===== src/ecsr_pkg.sv =====
package ecsr_pkg;

   // Word-address layout of the control and status map.
   localparam int unsigned ADDR_W     = 16;
   localparam int unsigned DATA_W     = 32;
   localparam int unsigned MAP_ADDR_W = 12;

   // Per-range header words, at local offsets within each 0x100-word range.
   localparam logic [7:0] HDR_REVID   = 8'h00;
   localparam logic [7:0] HDR_SCRATCH = 8'h01;
   localparam logic [7:0] HDR_NAME0   = 8'h02;
   localparam logic [7:0] HDR_NAME1   = 8'h03;
   localparam logic [7:0] HDR_NAME2   = 8'h04;
   localparam logic [3:0] HDR_RNG_LO  = 4'h3;
   localparam logic [3:0] HDR_RNG_HI  = 4'hb;
   localparam int unsigned HDR_COUNT  = 9;

   // Range indices (address bits [11:8]).
   localparam logic [3:0] RNG_PHY    = 4'h3;
   localparam logic [3:0] RNG_TXMAC  = 4'h4;
   localparam logic [3:0] RNG_RXMAC  = 4'h5;
   localparam logic [3:0] RNG_TXFC   = 4'h6;
   localparam logic [3:0] RNG_RXFC   = 4'h7;
   localparam logic [3:0] RNG_TXSTAT = 4'h8;
   localparam logic [3:0] RNG_RXSTAT = 4'h9;
   localparam logic [3:0] RNG_TXPTP  = 4'ha;
   localparam logic [3:0] RNG_RXPTP  = 4'hb;

   // Group spans forwarded to the sub-blocks, the KR remap offset, and the reserved span that is not forwarded.
   localparam logic [11:0] KR_LO      = 12'h0b0;
   localparam logic [11:0] KR_HI      = 12'h0bd;
   localparam logic [11:0] KR_FEC_LO  = 12'h0bc;
   localparam logic [11:0] AN_LO      = 12'h0c0;
   localparam logic [11:0] AN_HI      = 12'h0cc;
   localparam logic [11:0] LT_LO      = 12'h0d0;
   localparam logic [11:0] LT_HI      = 12'h0eb;
   localparam logic [11:0] KR_REMAP   = 12'h400;
   localparam logic [11:0] RSV_LO     = 12'h100;
   localparam logic [11:0] RSV_HI     = 12'h2ff;
   localparam logic [11:0] PHY_LO     = 12'h310;
   localparam logic [11:0] PHY_HI     = 12'h344;
   localparam logic [11:0] TXFC_LO    = 12'h605;
   localparam logic [11:0] TXFC_HI    = 12'h60a;
   localparam logic [11:0] RXFC_LO    = 12'h700;
   localparam logic [11:0] RXFC_HI    = 12'h703;
   localparam logic [11:0] TXST_LO    = 12'h800;
   localparam logic [11:0] TXST_HI    = 12'h837;
   localparam logic [11:0] TXST2_LO   = 12'h860;
   localparam logic [11:0] TXST2_HI   = 12'h861;
   localparam logic [11:0] RXST_LO    = 12'h900;
   localparam logic [11:0] RXST_HI    = 12'h937;
   localparam logic [11:0] RXST2_LO   = 12'h960;
   localparam logic [11:0] RXST2_HI   = 12'h961;
   localparam logic [11:0] TXPTP_LO   = 12'ha00;
   localparam logic [11:0] TXPTP_HI   = 12'ha0c;
   localparam logic [11:0] RXPTP_LO   = 12'hb00;
   localparam logic [11:0] RXPTP_HI   = 12'hb06;

   // Registers held inside the decoder.
   localparam logic [11:0] LINK_FAULT_CONFIG_ADDR = 12'h405;
   localparam logic [11:0] GAP_COLUMN_REMOVAL_ADDR = 12'h406;
   localparam logic [11:0] TX_MAX_FRAME_ADDR      = 12'h407;
   localparam logic [11:0] RX_MAX_FRAME_ADDR      = 12'h506;
   localparam logic [11:0] RX_FCS_FORWARD_ADDR    = 12'h507;
   localparam logic [11:0] LINK_FAULT_STATUS_ADDR = 12'h508;
   localparam logic [11:0] RX_LEN_CHECK_ADDR      = 12'h50a;
   localparam logic [11:0] TX_STATS_CONFIG_ADDR   = 12'h845;
   localparam logic [11:0] TX_STATS_STATUS_ADDR   = 12'h846;
   localparam logic [11:0] RX_STATS_CONFIG_ADDR   = 12'h945;
   localparam logic [11:0] RX_STATS_STATUS_ADDR   = 12'h946;

   // Reset values and fixed read values.
   localparam logic [31:0] ZERO_WORD        = 32'h0000_0000;
   localparam logic [31:0] MAX_FRAME_RESET  = 32'h0000_05ee;
   localparam logic [31:0] RESERVED_READ    = 32'h0000_0000;
   localparam int unsigned LEN_CHECK_BIT    = 0;

   // Name words: two fixed words, then a tag carrying the range index.
   localparam logic [31:0] NAME_WORD0  = 32'h6373_725f;
   localparam logic [31:0] NAME_WORD1  = 32'h726e_675f;
   localparam logic [23:0] NAME_PREFIX = 24'h7267_5f;

   // Downstream group codes.
   localparam logic [3:0] GRP_NONE   = 4'h0;
   localparam logic [3:0] GRP_KR     = 4'h1;
   localparam logic [3:0] GRP_AN     = 4'h2;
   localparam logic [3:0] GRP_LT     = 4'h3;
   localparam logic [3:0] GRP_PHY    = 4'h4;
   localparam logic [3:0] GRP_TXFC   = 4'h5;
   localparam logic [3:0] GRP_RXFC   = 4'h6;
   localparam logic [3:0] GRP_TXSTAT = 4'h7;
   localparam logic [3:0] GRP_RXSTAT = 4'h8;
   localparam logic [3:0] GRP_TXPTP  = 4'h9;
   localparam logic [3:0] GRP_RXPTP  = 4'ha;

   // Flow control build modes.
   localparam logic [1:0] FC_NONE     = 2'h0;
   localparam logic [1:0] FC_STANDARD = 2'h1;
   localparam logic [1:0] FC_PRIORITY = 2'h2;

endpackage : ecsr_pkg


===== src/ecsr_decoder.sv =====
`timescale 1ns/1ns
// Contract
// - All registers 32-bit, word addressed only.
// - Ranges 3-B have revision, scratch, name words; forwarded groups win where they overlap.
// - KR/FEC words need KR; FEC also FEC.
// - Auto-negotiation words need KR and AN.
// - Link-training words need KR and LT.
// - KR PHY words forwarded at offset plus 0x400.
// - PHY words always decoded.
// - Link-fault config needs link-fault option.
// - Gap column removal needs average gap option.
// - TX max length decides TX oversize count.
// - RX max length decides RX oversize count.
// - RX FCS forwarding word always present.
// - Link-fault status reads zero without option.
// - Length check bit gates RX length error.
// - TX pause words need flow control mode.
// - RX pause words need flow control mode.
// - TX statistics words need TX statistics.
// - RX statistics words need RX statistics.
// - TX timestamp words need PTP.
// - RX timestamp words need PTP.
// - Writes to read-only fields do nothing.
// - Reserved words read constant, ignore writes.
// - Words 0x100-0x2FF are reserved.
module ecsr_decoder #(
   parameter bit          ENABLE_KR         = 1'b1,
   parameter bit          ENABLE_FEC        = 1'b1,
   parameter bit          ENABLE_AN         = 1'b1,
   parameter bit          ENABLE_LT         = 1'b1,
   parameter bit          ENABLE_LINK_FAULT = 1'b1,
   parameter bit          ENABLE_AVG_GAP    = 1'b1,
   parameter logic [1:0]  FLOW_CONTROL_MODE = ecsr_pkg::FC_STANDARD,
   parameter bit          ENABLE_TX_STATS   = 1'b1,
   parameter bit          ENABLE_RX_STATS   = 1'b1,
   parameter bit          ENABLE_PTP        = 1'b1,
   // Arbitrary neutral revision value.
   parameter logic [31:0] REVISION_ID       = 32'h0000_0001
) (
   // Clock and reset.
   input  wire logic        mclk_i,
   input  wire logic        resetn_i,
   // Control and status port from the host.
   input  wire logic [15:0] csr_addr_i,
   input  wire logic        csr_read_i,
   input  wire logic        csr_write_i,
   input  wire logic [31:0] csr_writedata_i,
   output logic [31:0]      csr_readdata_o,
   output logic             csr_readdata_valid_o,
   // Forwarded access to the register sub-blocks.
   output logic [3:0]       sub_group_o,
   output logic [11:0]      sub_addr_o,
   output logic             sub_read_o,
   output logic             sub_write_o,
   output logic [31:0]      sub_writedata_o,
   input  wire logic [31:0] sub_readdata_i,
   // Configuration words held here.
   output logic [31:0]      link_fault_config_o,
   output logic [31:0]      gap_column_removal_o,
   output logic [31:0]      tx_max_frame_length_o,
   output logic [31:0]      rx_max_frame_length_o,
   output logic [31:0]      rx_fcs_forward_config_o,
   output logic [31:0]      tx_stats_config_o,
   output logic [31:0]      rx_stats_config_o,
   // Status words read through the map.
   input  wire logic [31:0] link_fault_status_i,
   input  wire logic [31:0] tx_stats_status_i,
   input  wire logic [31:0] rx_stats_status_i,
   // Frame events from the datapath.
   input  wire logic        tx_frame_done_i,
   input  wire logic [31:0] tx_frame_bytes_i,
   input  wire logic        rx_frame_done_i,
   input  wire logic [31:0] rx_frame_bytes_i,
   input  wire logic        rx_len_mismatch_i,
   // Results toward the statistics and error logic.
   output logic             tx_oversize_counter_inc_o,
   output logic             rx_oversize_counter_inc_o,
   output logic             rx_length_error_o
);

   // Inclusive span test used by every group decode.
   function automatic logic in_span(input logic [11:0] a, input logic [11:0] lo, input logic [11:0] hi);
      return (a >= lo) && (a <= hi);
   endfunction

   // Whether a 0x100-word range is built, so its header words answer.
   function automatic logic range_present(input logic [3:0] r);
      logic p;
      p = 1'b0;
      case (r)
         ecsr_pkg::RNG_PHY,
         ecsr_pkg::RNG_TXMAC,
         ecsr_pkg::RNG_RXMAC:  p = 1'b1;
         ecsr_pkg::RNG_TXFC,
         ecsr_pkg::RNG_RXFC:   p = (FLOW_CONTROL_MODE != ecsr_pkg::FC_NONE);
         ecsr_pkg::RNG_TXSTAT: p = ENABLE_TX_STATS;
         ecsr_pkg::RNG_RXSTAT: p = ENABLE_RX_STATS;
         ecsr_pkg::RNG_TXPTP,
         ecsr_pkg::RNG_RXPTP:  p = ENABLE_PTP;
         default:              p = 1'b0;
      endcase
      return p;
   endfunction

   // Address split; only the low 12 bits carry this map.
   wire logic [11:0] map_addr;
   wire logic        in_map;
   wire logic [3:0]  rng;
   wire logic [7:0]  local_off;
   assign map_addr  = csr_addr_i[11:0];
   assign in_map    = (csr_addr_i[15:12] == 4'h0);
   assign rng       = map_addr[11:8];
   assign local_off = map_addr[7:0];

   // Build-option gating for the forwarded groups.
   wire logic fc_built;
   wire logic fec_word;
   wire logic hit_kr;
   wire logic hit_an;
   wire logic hit_lt;
   wire logic hit_phy;
   wire logic hit_txfc;
   wire logic hit_rxfc;
   wire logic hit_txst;
   wire logic hit_rxst;
   wire logic hit_txptp;
   wire logic hit_rxptp;
   assign fc_built  = (FLOW_CONTROL_MODE == ecsr_pkg::FC_STANDARD) ||
                      (FLOW_CONTROL_MODE == ecsr_pkg::FC_PRIORITY);
   assign fec_word  = (map_addr >= ecsr_pkg::KR_FEC_LO);
   assign hit_kr    = in_map && ENABLE_KR && in_span(map_addr, ecsr_pkg::KR_LO, ecsr_pkg::KR_HI)
                      && (!fec_word || ENABLE_FEC);
   assign hit_an    = in_map && ENABLE_KR && ENABLE_AN
                      && in_span(map_addr, ecsr_pkg::AN_LO, ecsr_pkg::AN_HI);
   assign hit_lt    = in_map && ENABLE_KR && ENABLE_LT
                      && in_span(map_addr, ecsr_pkg::LT_LO, ecsr_pkg::LT_HI);
   assign hit_phy   = in_map && in_span(map_addr, ecsr_pkg::PHY_LO, ecsr_pkg::PHY_HI);
   assign hit_txfc  = in_map && fc_built && in_span(map_addr, ecsr_pkg::TXFC_LO, ecsr_pkg::TXFC_HI);
   assign hit_rxfc  = in_map && fc_built && in_span(map_addr, ecsr_pkg::RXFC_LO, ecsr_pkg::RXFC_HI);
   assign hit_txst  = in_map && ENABLE_TX_STATS
                      && (in_span(map_addr, ecsr_pkg::TXST_LO, ecsr_pkg::TXST_HI)
                      ||  in_span(map_addr, ecsr_pkg::TXST2_LO, ecsr_pkg::TXST2_HI));
   assign hit_rxst  = in_map && ENABLE_RX_STATS
                      && (in_span(map_addr, ecsr_pkg::RXST_LO, ecsr_pkg::RXST_HI)
                      ||  in_span(map_addr, ecsr_pkg::RXST2_LO, ecsr_pkg::RXST2_HI));
   assign hit_txptp = in_map && ENABLE_PTP && in_span(map_addr, ecsr_pkg::TXPTP_LO, ecsr_pkg::TXPTP_HI);
   assign hit_rxptp = in_map && ENABLE_PTP && in_span(map_addr, ecsr_pkg::RXPTP_LO, ecsr_pkg::RXPTP_HI);

   // Group code for the forwarded access; at most one hit is true at a time.
   wire logic [3:0] grp;
   assign grp = hit_kr    ? ecsr_pkg::GRP_KR     :
                hit_an    ? ecsr_pkg::GRP_AN     :
                hit_lt    ? ecsr_pkg::GRP_LT     :
                hit_phy   ? ecsr_pkg::GRP_PHY    :
                hit_txfc  ? ecsr_pkg::GRP_TXFC   :
                hit_rxfc  ? ecsr_pkg::GRP_RXFC   :
                hit_txst  ? ecsr_pkg::GRP_TXSTAT :
                hit_rxst  ? ecsr_pkg::GRP_RXSTAT :
                hit_txptp ? ecsr_pkg::GRP_TXPTP  :
                hit_rxptp ? ecsr_pkg::GRP_RXPTP  : ecsr_pkg::GRP_NONE;

   wire logic hit_sub;
   wire logic kr_family;
   assign hit_sub   = (grp != ecsr_pkg::GRP_NONE);
   assign kr_family = hit_kr || hit_an || hit_lt;

   // The embedded KR PHY sees its own internal offsets, not the host's.
   assign sub_group_o     = grp;
   assign sub_addr_o      = kr_family ? (map_addr + ecsr_pkg::KR_REMAP) : map_addr;
   assign sub_read_o      = csr_read_i && hit_sub;
   assign sub_write_o     = csr_write_i && hit_sub;
   assign sub_writedata_o = csr_writedata_i;

   // Words held here; a forwarded group wins over the header at the same word.
   wire logic hit_lf_cfg;
   wire logic hit_gap;
   wire logic hit_txmax;
   wire logic hit_rxmax;
   wire logic hit_fcs;
   wire logic hit_lf_stat;
   wire logic hit_lencheck;
   wire logic hit_txst_cfg;
   wire logic hit_txst_stat;
   wire logic hit_rxst_cfg;
   wire logic hit_rxst_stat;
   wire logic hit_hdr;
   assign hit_lf_cfg    = in_map && ENABLE_LINK_FAULT && (map_addr == ecsr_pkg::LINK_FAULT_CONFIG_ADDR);
   assign hit_gap       = in_map && ENABLE_AVG_GAP && (map_addr == ecsr_pkg::GAP_COLUMN_REMOVAL_ADDR);
   assign hit_txmax     = in_map && (map_addr == ecsr_pkg::TX_MAX_FRAME_ADDR);
   assign hit_rxmax     = in_map && (map_addr == ecsr_pkg::RX_MAX_FRAME_ADDR);
   assign hit_fcs       = in_map && (map_addr == ecsr_pkg::RX_FCS_FORWARD_ADDR);
   assign hit_lf_stat   = in_map && (map_addr == ecsr_pkg::LINK_FAULT_STATUS_ADDR);
   assign hit_lencheck  = in_map && (map_addr == ecsr_pkg::RX_LEN_CHECK_ADDR);
   assign hit_txst_cfg  = in_map && ENABLE_TX_STATS && (map_addr == ecsr_pkg::TX_STATS_CONFIG_ADDR);
   assign hit_txst_stat = in_map && ENABLE_TX_STATS && (map_addr == ecsr_pkg::TX_STATS_STATUS_ADDR);
   assign hit_rxst_cfg  = in_map && ENABLE_RX_STATS && (map_addr == ecsr_pkg::RX_STATS_CONFIG_ADDR);
   assign hit_rxst_stat = in_map && ENABLE_RX_STATS && (map_addr == ecsr_pkg::RX_STATS_STATUS_ADDR);
   assign hit_hdr       = in_map && !hit_sub && (rng >= ecsr_pkg::HDR_RNG_LO) && (rng <= ecsr_pkg::HDR_RNG_HI)
                          && (local_off <= ecsr_pkg::HDR_NAME2) && range_present(rng);

   // Scratch word index within the header array.
   wire logic [3:0] hdr_idx;
   assign hdr_idx = rng - ecsr_pkg::HDR_RNG_LO;

   // Full-word write strobes; there are no byte lanes to merge.
   wire logic wr_en;
   wire logic wr_scratch;
   assign wr_en      = csr_write_i && in_map;
   assign wr_scratch = wr_en && hit_hdr && (local_off == ecsr_pkg::HDR_SCRATCH);

   // Configuration and scratch storage.
   logic [31:0] scratch_reg [0:ecsr_pkg::HDR_COUNT-1];
   logic [31:0] link_fault_config_reg;
   logic [31:0] gap_column_removal_reg;
   logic [31:0] tx_max_frame_length_reg;
   logic [31:0] rx_max_frame_length_reg;
   logic [31:0] rx_fcs_forward_config_reg;
   logic [31:0] rx_length_check_enable_reg;
   logic [31:0] tx_stats_config_reg;
   logic [31:0] rx_stats_config_reg;

   // Header read value.
   wire logic [31:0] hdr_word;
   assign hdr_word = (local_off == ecsr_pkg::HDR_REVID)   ? REVISION_ID :
                     (local_off == ecsr_pkg::HDR_SCRATCH) ? scratch_reg[hdr_idx] :
                     (local_off == ecsr_pkg::HDR_NAME0)   ? ecsr_pkg::NAME_WORD0 :
                     (local_off == ecsr_pkg::HDR_NAME1)   ? ecsr_pkg::NAME_WORD1 :
                                                            {ecsr_pkg::NAME_PREFIX, 4'h0, rng};

   // Read-only words return the status inputs; without link-fault logic the status is zero.
   wire logic [31:0] lf_status_word;
   assign lf_status_word = ENABLE_LINK_FAULT ? link_fault_status_i : ecsr_pkg::ZERO_WORD;

   // Read selection; anything not decoded returns one fixed constant.
   wire logic [31:0] rd_mux;
   assign rd_mux = hit_sub       ? sub_readdata_i             :
                   hit_lf_cfg    ? link_fault_config_reg      :
                   hit_gap       ? gap_column_removal_reg     :
                   hit_txmax     ? tx_max_frame_length_reg    :
                   hit_rxmax     ? rx_max_frame_length_reg    :
                   hit_fcs       ? rx_fcs_forward_config_reg  :
                   hit_lf_stat   ? lf_status_word             :
                   hit_lencheck  ? rx_length_check_enable_reg :
                   hit_txst_cfg  ? tx_stats_config_reg        :
                   hit_txst_stat ? tx_stats_status_i          :
                   hit_rxst_cfg  ? rx_stats_config_reg        :
                   hit_rxst_stat ? rx_stats_status_i          :
                   hit_hdr       ? hdr_word                   :
                                   ecsr_pkg::RESERVED_READ;

   // Scratch words; reset to zero so a first read is deterministic.
   always_ff @(posedge mclk_i or negedge resetn_i) begin
      if (!resetn_i) begin
         for (int i = 0; i < ecsr_pkg::HDR_COUNT; i++) begin
            scratch_reg[i] <= ecsr_pkg::ZERO_WORD;
         end
      end else if (wr_scratch) begin
         scratch_reg[hdr_idx] <= csr_writedata_i;
      end
   end

   // Writable configuration; writes elsewhere, reserved or read-only, fall through untouched.
   always_ff @(posedge mclk_i or negedge resetn_i) begin
      if (!resetn_i) begin
         link_fault_config_reg      <= ecsr_pkg::ZERO_WORD;
         gap_column_removal_reg     <= ecsr_pkg::ZERO_WORD;
         tx_max_frame_length_reg    <= ecsr_pkg::MAX_FRAME_RESET;
         rx_max_frame_length_reg    <= ecsr_pkg::MAX_FRAME_RESET;
         rx_fcs_forward_config_reg  <= ecsr_pkg::ZERO_WORD;
         rx_length_check_enable_reg <= ecsr_pkg::ZERO_WORD;
         tx_stats_config_reg        <= ecsr_pkg::ZERO_WORD;
         rx_stats_config_reg        <= ecsr_pkg::ZERO_WORD;
      end else if (wr_en) begin
         if (hit_lf_cfg)   link_fault_config_reg      <= csr_writedata_i;
         if (hit_gap)      gap_column_removal_reg     <= csr_writedata_i;
         if (hit_txmax)    tx_max_frame_length_reg    <= csr_writedata_i;
         if (hit_rxmax)    rx_max_frame_length_reg    <= csr_writedata_i;
         if (hit_fcs)      rx_fcs_forward_config_reg  <= csr_writedata_i;
         if (hit_lencheck) rx_length_check_enable_reg <= csr_writedata_i;
         if (hit_txst_cfg) tx_stats_config_reg        <= csr_writedata_i;
         if (hit_rxst_cfg) rx_stats_config_reg        <= csr_writedata_i;
      end
   end

   // Read answer one cycle after the request, captured so the host sees a stable word.
   always_ff @(posedge mclk_i or negedge resetn_i) begin
      if (!resetn_i) begin
         csr_readdata_o       <= ecsr_pkg::ZERO_WORD;
         csr_readdata_valid_o <= 1'b0;
      end else begin
         csr_readdata_valid_o <= csr_read_i;
         if (csr_read_i) begin
            csr_readdata_o <= rd_mux;
         end
      end
   end

   // Frame checks against the limits; only frames longer than the limit count.
   wire logic tx_over;
   wire logic rx_over;
   wire logic rx_len_err;
   assign tx_over    = tx_frame_done_i && (tx_frame_bytes_i > tx_max_frame_length_reg);
   assign rx_over    = rx_frame_done_i && (rx_frame_bytes_i > rx_max_frame_length_reg);
   assign rx_len_err = rx_frame_done_i && rx_len_mismatch_i
                       && rx_length_check_enable_reg[ecsr_pkg::LEN_CHECK_BIT];

   // Registered event pulses, one cycle after the frame end.
   always_ff @(posedge mclk_i or negedge resetn_i) begin
      if (!resetn_i) begin
         tx_oversize_counter_inc_o <= 1'b0;
         rx_oversize_counter_inc_o <= 1'b0;
         rx_length_error_o         <= 1'b0;
      end else begin
         tx_oversize_counter_inc_o <= tx_over;
         rx_oversize_counter_inc_o <= rx_over;
         rx_length_error_o         <= rx_len_err;
      end
   end

   // Configuration words drive the datapath directly from their registers.
   assign link_fault_config_o     = link_fault_config_reg;
   assign gap_column_removal_o    = gap_column_removal_reg;
   assign tx_max_frame_length_o   = tx_max_frame_length_reg;
   assign rx_max_frame_length_o   = rx_max_frame_length_reg;
   assign rx_fcs_forward_config_o = rx_fcs_forward_config_reg;
   assign tx_stats_config_o       = tx_stats_config_reg;
   assign rx_stats_config_o       = rx_stats_config_reg;

endmodule // ecsr_decoder


===== config.mk =====
export PLATFORM = sky130hd
export DESIGN_NAME = ecsr_decoder
export DESIGN_NICKNAME = d
export VERILOG_FILES = /design/src/ecsr_pkg.sv /design/src/ecsr_decoder.sv
export SDC_FILE = /design/constraint.sdc
export NUM_CORES = 1
export LEC_CHECK = 0
export BUFFER_PORTS_ARGS = -buffer_cell sky130_fd_sc_hd__buf_2
export CORE_MARGIN = 4
export CORE_UTILIZATION = 53
export CTS_BUF_LIST = sky130_fd_sc_hd__clkbuf_4 sky130_fd_sc_hd__clkbuf_8
export DETAILED_ROUTE_END_ITERATION = 6
export GPL_ROUTABILITY_DRIVEN = 0
export PLACE_DENSITY_LB_ADDON = 0.12
export RECOVER_POWER = 100
export SETUP_SLACK_MARGIN = 0.4
export SYNTH_ARGS = -nofsm -noshare
export SYNTH_HDL_FRONTEND = slang
export SYNTH_SLANG_ARGS = --single-unit

===== constraint.sdc =====
create_clock -name mclk_i -period 3.85 [get_ports mclk_i]
set_clock_uncertainty 0.05 [all_clocks]
set_input_delay 0.1925 -clock mclk_i [delete_from_list [all_inputs] [get_ports mclk_i]]
set_output_delay 0.1925 -clock mclk_i [all_outputs]
set_load 0.005 [all_outputs]

# --- Yosys cells after proc, flatten, opt, wreduce, memory -nomap -nowiden ---
# Memories as Yosys holds them, arrays and structs flattened.
# Cells that the tools add are included.
op_classes:
  n_bitwise: 1
  n_lt_le_gt_ge: 31
  add_sub_neg: 2
  reduce_logical: 64
  muxes: 34
  n_eq_ne: 14
ops:
  columns: ["op", "count"]
  rows:
  - ["$mux 32", 18]
  - ["$bwmux 288", 1]
  - ["$bmux 32 s4", 1]
  - ["$demux 32 s4", 1]
  - ["$eq 12x11->1 const B", 7]
  - ["$ge 12x12->1 const B", 6]
  - ["$le 12x12->1 const B", 6]
  - ["$gt 32x32->1", 2]
  - ["$eq 12x12->1 const B", 4]
  - ["$logic_and 1x1->1", 48]
  - ["$mux 4", 10]
  - ["$ge 12x8->1 const B", 3]
  - ["$le 12x8->1 const B", 3]
  - ["$mux 29", 1]
  - ["$ge 12x11->1 const B", 2]
  - ["$le 12x11->1 const B", 2]
  - ["$mux 20", 1]
  - ["$eq 8x2->1 const B", 2]
  - ["$reduce_and 2->1", 8]
  - ["$add 12x11->12 const B", 1]
  - ["$ge 12x10->1 const B", 1]
  - ["$le 12x10->1 const B", 1]
  - ["$mux 12", 1]
  - ["$eq 8x1->1 const B", 1]
  - ["12 further kinds", 15]
word_totals:
  memories: 1
  romBits: 16
  wordCells: 169
  ff_bits: 580
memory_table:
  columns: ["memory", "depth", "width", "rd", "rd_ports_with_merged_regs", "wr", "line_no", "source"]
  rows:
  - ["(name not given)", 16, 1, 1, 0, 0, "ecsr_decoder.sv:90", "case (r)"]

# --- Depth between registers and ports, before layout ---
logic_depth:
  ltp_word: 33
  mapped_depth: 19
  mapped_depth_nobuf: 12

# --- Worst setup path after synthesis ---
# Ideal clock, no wire load.
synth_timing:
  path_kind: "input -> register"
  start: "in csr_addr_i[8]"
  end: "reg csr_readdata_o[8]"
  slack_ps: -757
  setup_ps: 128
  stages: 17
  required_time_ps: 3672
  arrival_ps: 4429
  path_cell_list: "clkbuf_1 > buf_2 > buf_2 > buf_1 > inv_1 > ha_1 > clkbuf_1 > clkbuf_1 > clkbuf_1 > clkbuf_1 > mux4_2 > o21ai_0 > a21oi_1 > o211ai_1 > a21oi_1 > o221ai_1 > nand3_1"
synth_between:
  elab_chain_len: 33
  elab_cells_between_ends: 110
  cone_classes: "1 x add/sub; 26 x order compare; 11 x eq/ne; 28 x mux; 1 x bitwise; 42 x reduce/logical; 1 x memory"
synth_lines:
  columns: ["element", "line_no", "source"]
  rows:
  - ["start, declared", "ecsr_decoder.sv:44", "input wire logic [15:0] csr_addr_i,"]
  - ["$ge 12x12->1 / $le 12x12->1 (equally long branches)", "ecsr_decoder.sv:83", "return (a >= lo) && (a <= hi);"]
  - ["$logic_and 1x1->1", "ecsr_decoder.sv:83", null]
  - ["$logic_and 1x1->1", "ecsr_decoder.sv:147", "assign hit_rxptp = in_map && ENABLE_PTP && in_span(map_addr, ecsr_pkg::RXPTP_LO, ecsr_pkg::RXPTP_HI);"]
  - ["$mux 4", "ecsr_decoder.sv:160", "hit_rxptp ? ecsr_pkg::GRP_RXPTP : ecsr_pkg::GRP_NONE;"]
  - ["$mux 4", "ecsr_decoder.sv:159", "hit_txptp ? ecsr_pkg::GRP_TXPTP :"]
  - ["$mux 4", "ecsr_decoder.sv:158", "hit_rxst ? ecsr_pkg::GRP_RXSTAT :"]
  - ["$mux 4", "ecsr_decoder.sv:157", "hit_txst ? ecsr_pkg::GRP_TXSTAT :"]
  - ["$mux 4", "ecsr_decoder.sv:156", "hit_rxfc ? ecsr_pkg::GRP_RXFC :"]
  - ["(+17 left out)", null, null]
  - ["$mux 32", "ecsr_decoder.sv:243", "hit_lencheck ? rx_length_check_enable_reg :"]
  - ["$mux 32", "ecsr_decoder.sv:242", "hit_lf_stat ? lf_status_word :"]
  - ["$mux 32", "ecsr_decoder.sv:241", "hit_fcs ? rx_fcs_forward_config_reg :"]
  - ["$mux 32", "ecsr_decoder.sv:240", "hit_rxmax ? rx_max_frame_length_reg :"]
  - ["$mux 32", "ecsr_decoder.sv:239", "hit_txmax ? tx_max_frame_length_reg :"]
  - ["$mux 32", "ecsr_decoder.sv:238", "hit_gap ? gap_column_removal_reg :"]
  - ["$mux 32", "ecsr_decoder.sv:237", "hit_lf_cfg ? link_fault_config_reg :"]
  - ["$mux 32 *", "ecsr_decoder.sv:236", "assign rd_mux = hit_sub ? sub_readdata_i :"]
  - ["end signal, assigned", "ecsr_decoder.sv:288", "csr_readdata_o <= ecsr_pkg::ZERO_WORD;"]
  - ["end signal, assigned", "ecsr_decoder.sv:293", "csr_readdata_o <= rd_mux;"]
  - ["end, declared", "ecsr_decoder.sv:48", "output logic [31:0] csr_readdata_o,"]
# Every way passes the cells marked *; elsewhere a longest branch is shown, timed or not. The select of a mux whose other input is x is not followed.
# A chain may end at the register's enable or synchronous reset.

# --- Final worst setup path ---
layout_timing:
  start: "in csr_addr_i[9]"
  end: "reg csr_readdata_o[25]"
# The elaborated chain is that of the path after synthesis.

==> impl_metrics.env <==
export IMPL_status="complete, but fails checks"
export IMPL_failed_checks="max-capacitance violations, max-slew violations"
export IMPL_period_share_pct=92.8
export IMPL_ir_drop_mv=0.225
export IMPL_antenna_found_initial=13
export IMPL_cts_root_buf="clkbuf_8"
export IMPL_track_usage_pct=38.7
export IMPL_grt_pass1_wl_um=175000
export IMPL_crit_slowest_cell="dlygate4sd3_1"
export IMPL_synth_area_leaders="dfrtp_1, mux2_2, mux4_2, ha_1, o21ai_0"
export IMPL_netlist_area_mm2=0.0303
export IMPL_cpPeakStageDelay_ps=590
export IMPL_report_power_total_mw=13.2
export IMPL_crit_type="input port to flop"
export IMPL_power_density_mw_per_mm2=358
export IMPL_instances_no_fill=4073
export IMPL_dieArea_mm2=0.0610
export IMPL_clockBufferDepth=3
export IMPL_synthCells=2601
export IMPL_synthDistinctLibCells=87
export IMPL_largest_reg_flops=288
export IMPL_total_leakage_power_nw=18.2
export IMPL_startpoint_type="input port"
export IMPL_grt_max_degree=100
export IMPL_grt_ovfl_total=0
export IMPL_synthArstFlopShare_pct=100
export IMPL_synth_warnings=0
export IMPL_path_max_fanout=14
export IMPL_final_util_pct=65.1
export IMPL_drtIter0Drc=2736
export IMPL_synth_common_cells="dfrtp_1, mux2_2, nand2_1"
export IMPL_crit_arrival_ps=4150
export IMPL_io_buffer_count=556
export IMPL_slew_limit_headroom_pct=-96.5
export IMPL_io_pin_count=557
export IMPL_place_inst=3795
export IMPL_crit_top_cell="buf_4"
export IMPL_dp_hpwl_um=88900
export IMPL_fmax_mhz=280
export IMPL_drt_pass1_iter_count=6
export IMPL_ant_nets=0
export IMPL_nNetsFinal=3546
export IMPL_rows=87
export IMPL_routed_wl_um=122000
export IMPL_core_area_mm2=0.0565
export IMPL_start_util_pct=53.5
export IMPL_syn_area_per_cell_um2=11.6
export IMPL_final_cell_area_mm2=0.0368
export IMPL_path_clk_slew_ps=60
export IMPL_grt_pass1_vias=26100
export IMPL_ys_ff_latch=580
export IMPL_viasPerCell=6.45
export IMPL_max_cap_violations=6
export IMPL_cp_required_ps=4430
export IMPL_synth_edff_count=0
export IMPL_fin_tns_setup_ps=0
export IMPL_htreeDepth=3
export IMPL_hold_class="input port to flop"
export IMPL_numCtsBuffers=98
export IMPL_path_cells="clkbuf_1, buf_4, inv_1, ha_1, and2_1, a41oi_1, o31ai_2, a211oi_2, nand4_1, buf_4, or4_1, a21oi_2, o211ai_1, o2111ai_1, dlygate4sd3_1"
export IMPL_ys_flop_type="dfrtp_1"
export IMPL_setup_viol=0
export IMPL_worst_pin_slew_ps=2950
export IMPL_drc=0
export IMPL_vias=26300
export IMPL_rsz0062_at_grt="false"
export IMPL_cp_end_kind="flop"
export IMPL_synth_most_common_cell="dfrtp_1"
export IMPL_synth_seq_area_share_pct=48.0
export IMPL_die_x_um=247
export IMPL_cts_tree="yes"
export IMPL_fin_crit_ps=3570
export IMPL_synth_top_area_share_pct=46.7
export IMPL_syn_nets=2923
export IMPL_drv_slew=226
export IMPL_synth_largest_area_cell="dfrtp_1"
export IMPL_cts_sinks=580
export IMPL_final_layout_size_suffix_gt1_share_pct=36.9
export IMPL_hold_viol_final=0
export IMPL_post_dp_cell_area_mm2=0.0341
export IMPL_die_h_um=247
export IMPL_avgRoutedWirePerCell_um=29.8
export IMPL_syn_to_final_growth_pct=21.7
export IMPL_clk_latency_ps=720
-- path summary, 6_finish.rpt --
path / from / endpoint / slack, ps / cells past startpoint
max: csr_addr_i[9] / csr_readdata_o[25] / 280 / 15
min: link_fault_status_i[10] / csr_readdata_o[10] / 50 / 6
max reg2reg: rx_max_frame_length_o[1] / rx_oversize_counter_inc_o / 620 / 12
min reg2reg: scratch_reg[270] / scratch_reg[270] / 440 / 1
max in group asynchronous: resetn_i / rx_max_frame_length_o[0] / 670 / 3
min in group asynchronous: resetn_i / csr_readdata_valid_o / 900 / 2
-- where the power goes --
part,switching [mW],internal [mW]
sequential,0.0248,6.13
combinational,0.745,0.395
clock,2.65,3.24
-- per-layer routing --
metal	GRT usage [%]	part of all wire, %	up-vias
met2	58.6	44	1750
met5	0	0.0082	-
li1	-	-	10900
met4	24.0	7.6	2
met3	9.34	11	439
met1	50.5	38	13200
-- layout make-up --
| type | count | area, um2 |
|---|---|---|
| repair buffers | 762 | 4430 |
| clock buffers | 155 | 1950 |
| multi-input cells | 1700 | 14400 |
| well taps | 756 | 946 |
| clock inverters | 26 | 173 |
| fillers | 4536 | 19700 |
| diodes | 12 | 30.0 |
| flip-flops and latches | 580 | 14500 |
| inverters | 82 | 308 |
-- logic make-up (layout without fill, tap and decap cells) --
kind of cell / count (synthesis) / in the layout / synth area share [%]
AO/OA/AOI/OAI: 542 / 543 / 12.2
XOR/XNOR: 4 / 4 / 0.116
adder cells (fa/ha/maj): 75 / 75 / 3.10
buffers and inverters: 322 / 1025 / 4.95
flip-flops: 580 / 580 / 48.0
multiplexers: 566 / 566 / 23.4
other: 0 / 12 / 0
AND/OR/NAND/NOR: 512 / 512 / 8.21
-- worst max-delay path, delay by kind of cell --
family / cells / cell delay (ps)
fa+ha+maj: 1 / 340
simple gates: 3 / 1040
compound gates: 6 / 1270
buf+inv: 5 / 1290
-- what timing repair did --
action	in CTS	in global routing
hold endpoints to repair	282	0
endpoints found under the setup margin	1	13
setup buffers	0	2
pin swaps	1	4
cloned	0	1
hold buffers	82	0
gates resized for setup	2	15
-- stage by stage --
stage               setup slack [ps]  hold WS [ps]
floorplan                        389          -153
CTS                              412          3.09
finish                           277          53.4
global route                     136          50.7
global placement                 235           268
detailed placement               129           230
-- placed cells by master, fill, tap and decap left out, drive strengths merged, types with 10 or more instances in the layout --
cell type      n
mux2i         10
mux2         492
nand4         32
o21ai        152
a21o          17
dfrtp        564
o22ai         32
mux4          64
a211oi        21
and2          10
nor2         132
ha            75
a221oi        45
nand2        162
and3          15
nand3         48
a22oi         13
o21a          14
diode         12
inv           86
dlygate4sd3   82
nor3          33
o211ai        18
a21oi         93
dfstp         16
nor2b         13
clkinv        19
nor4          18
a31oi         15
a221o         14
clkbuf       387
buf          448
o221ai        28
Power figures use the tool's default switching activity.
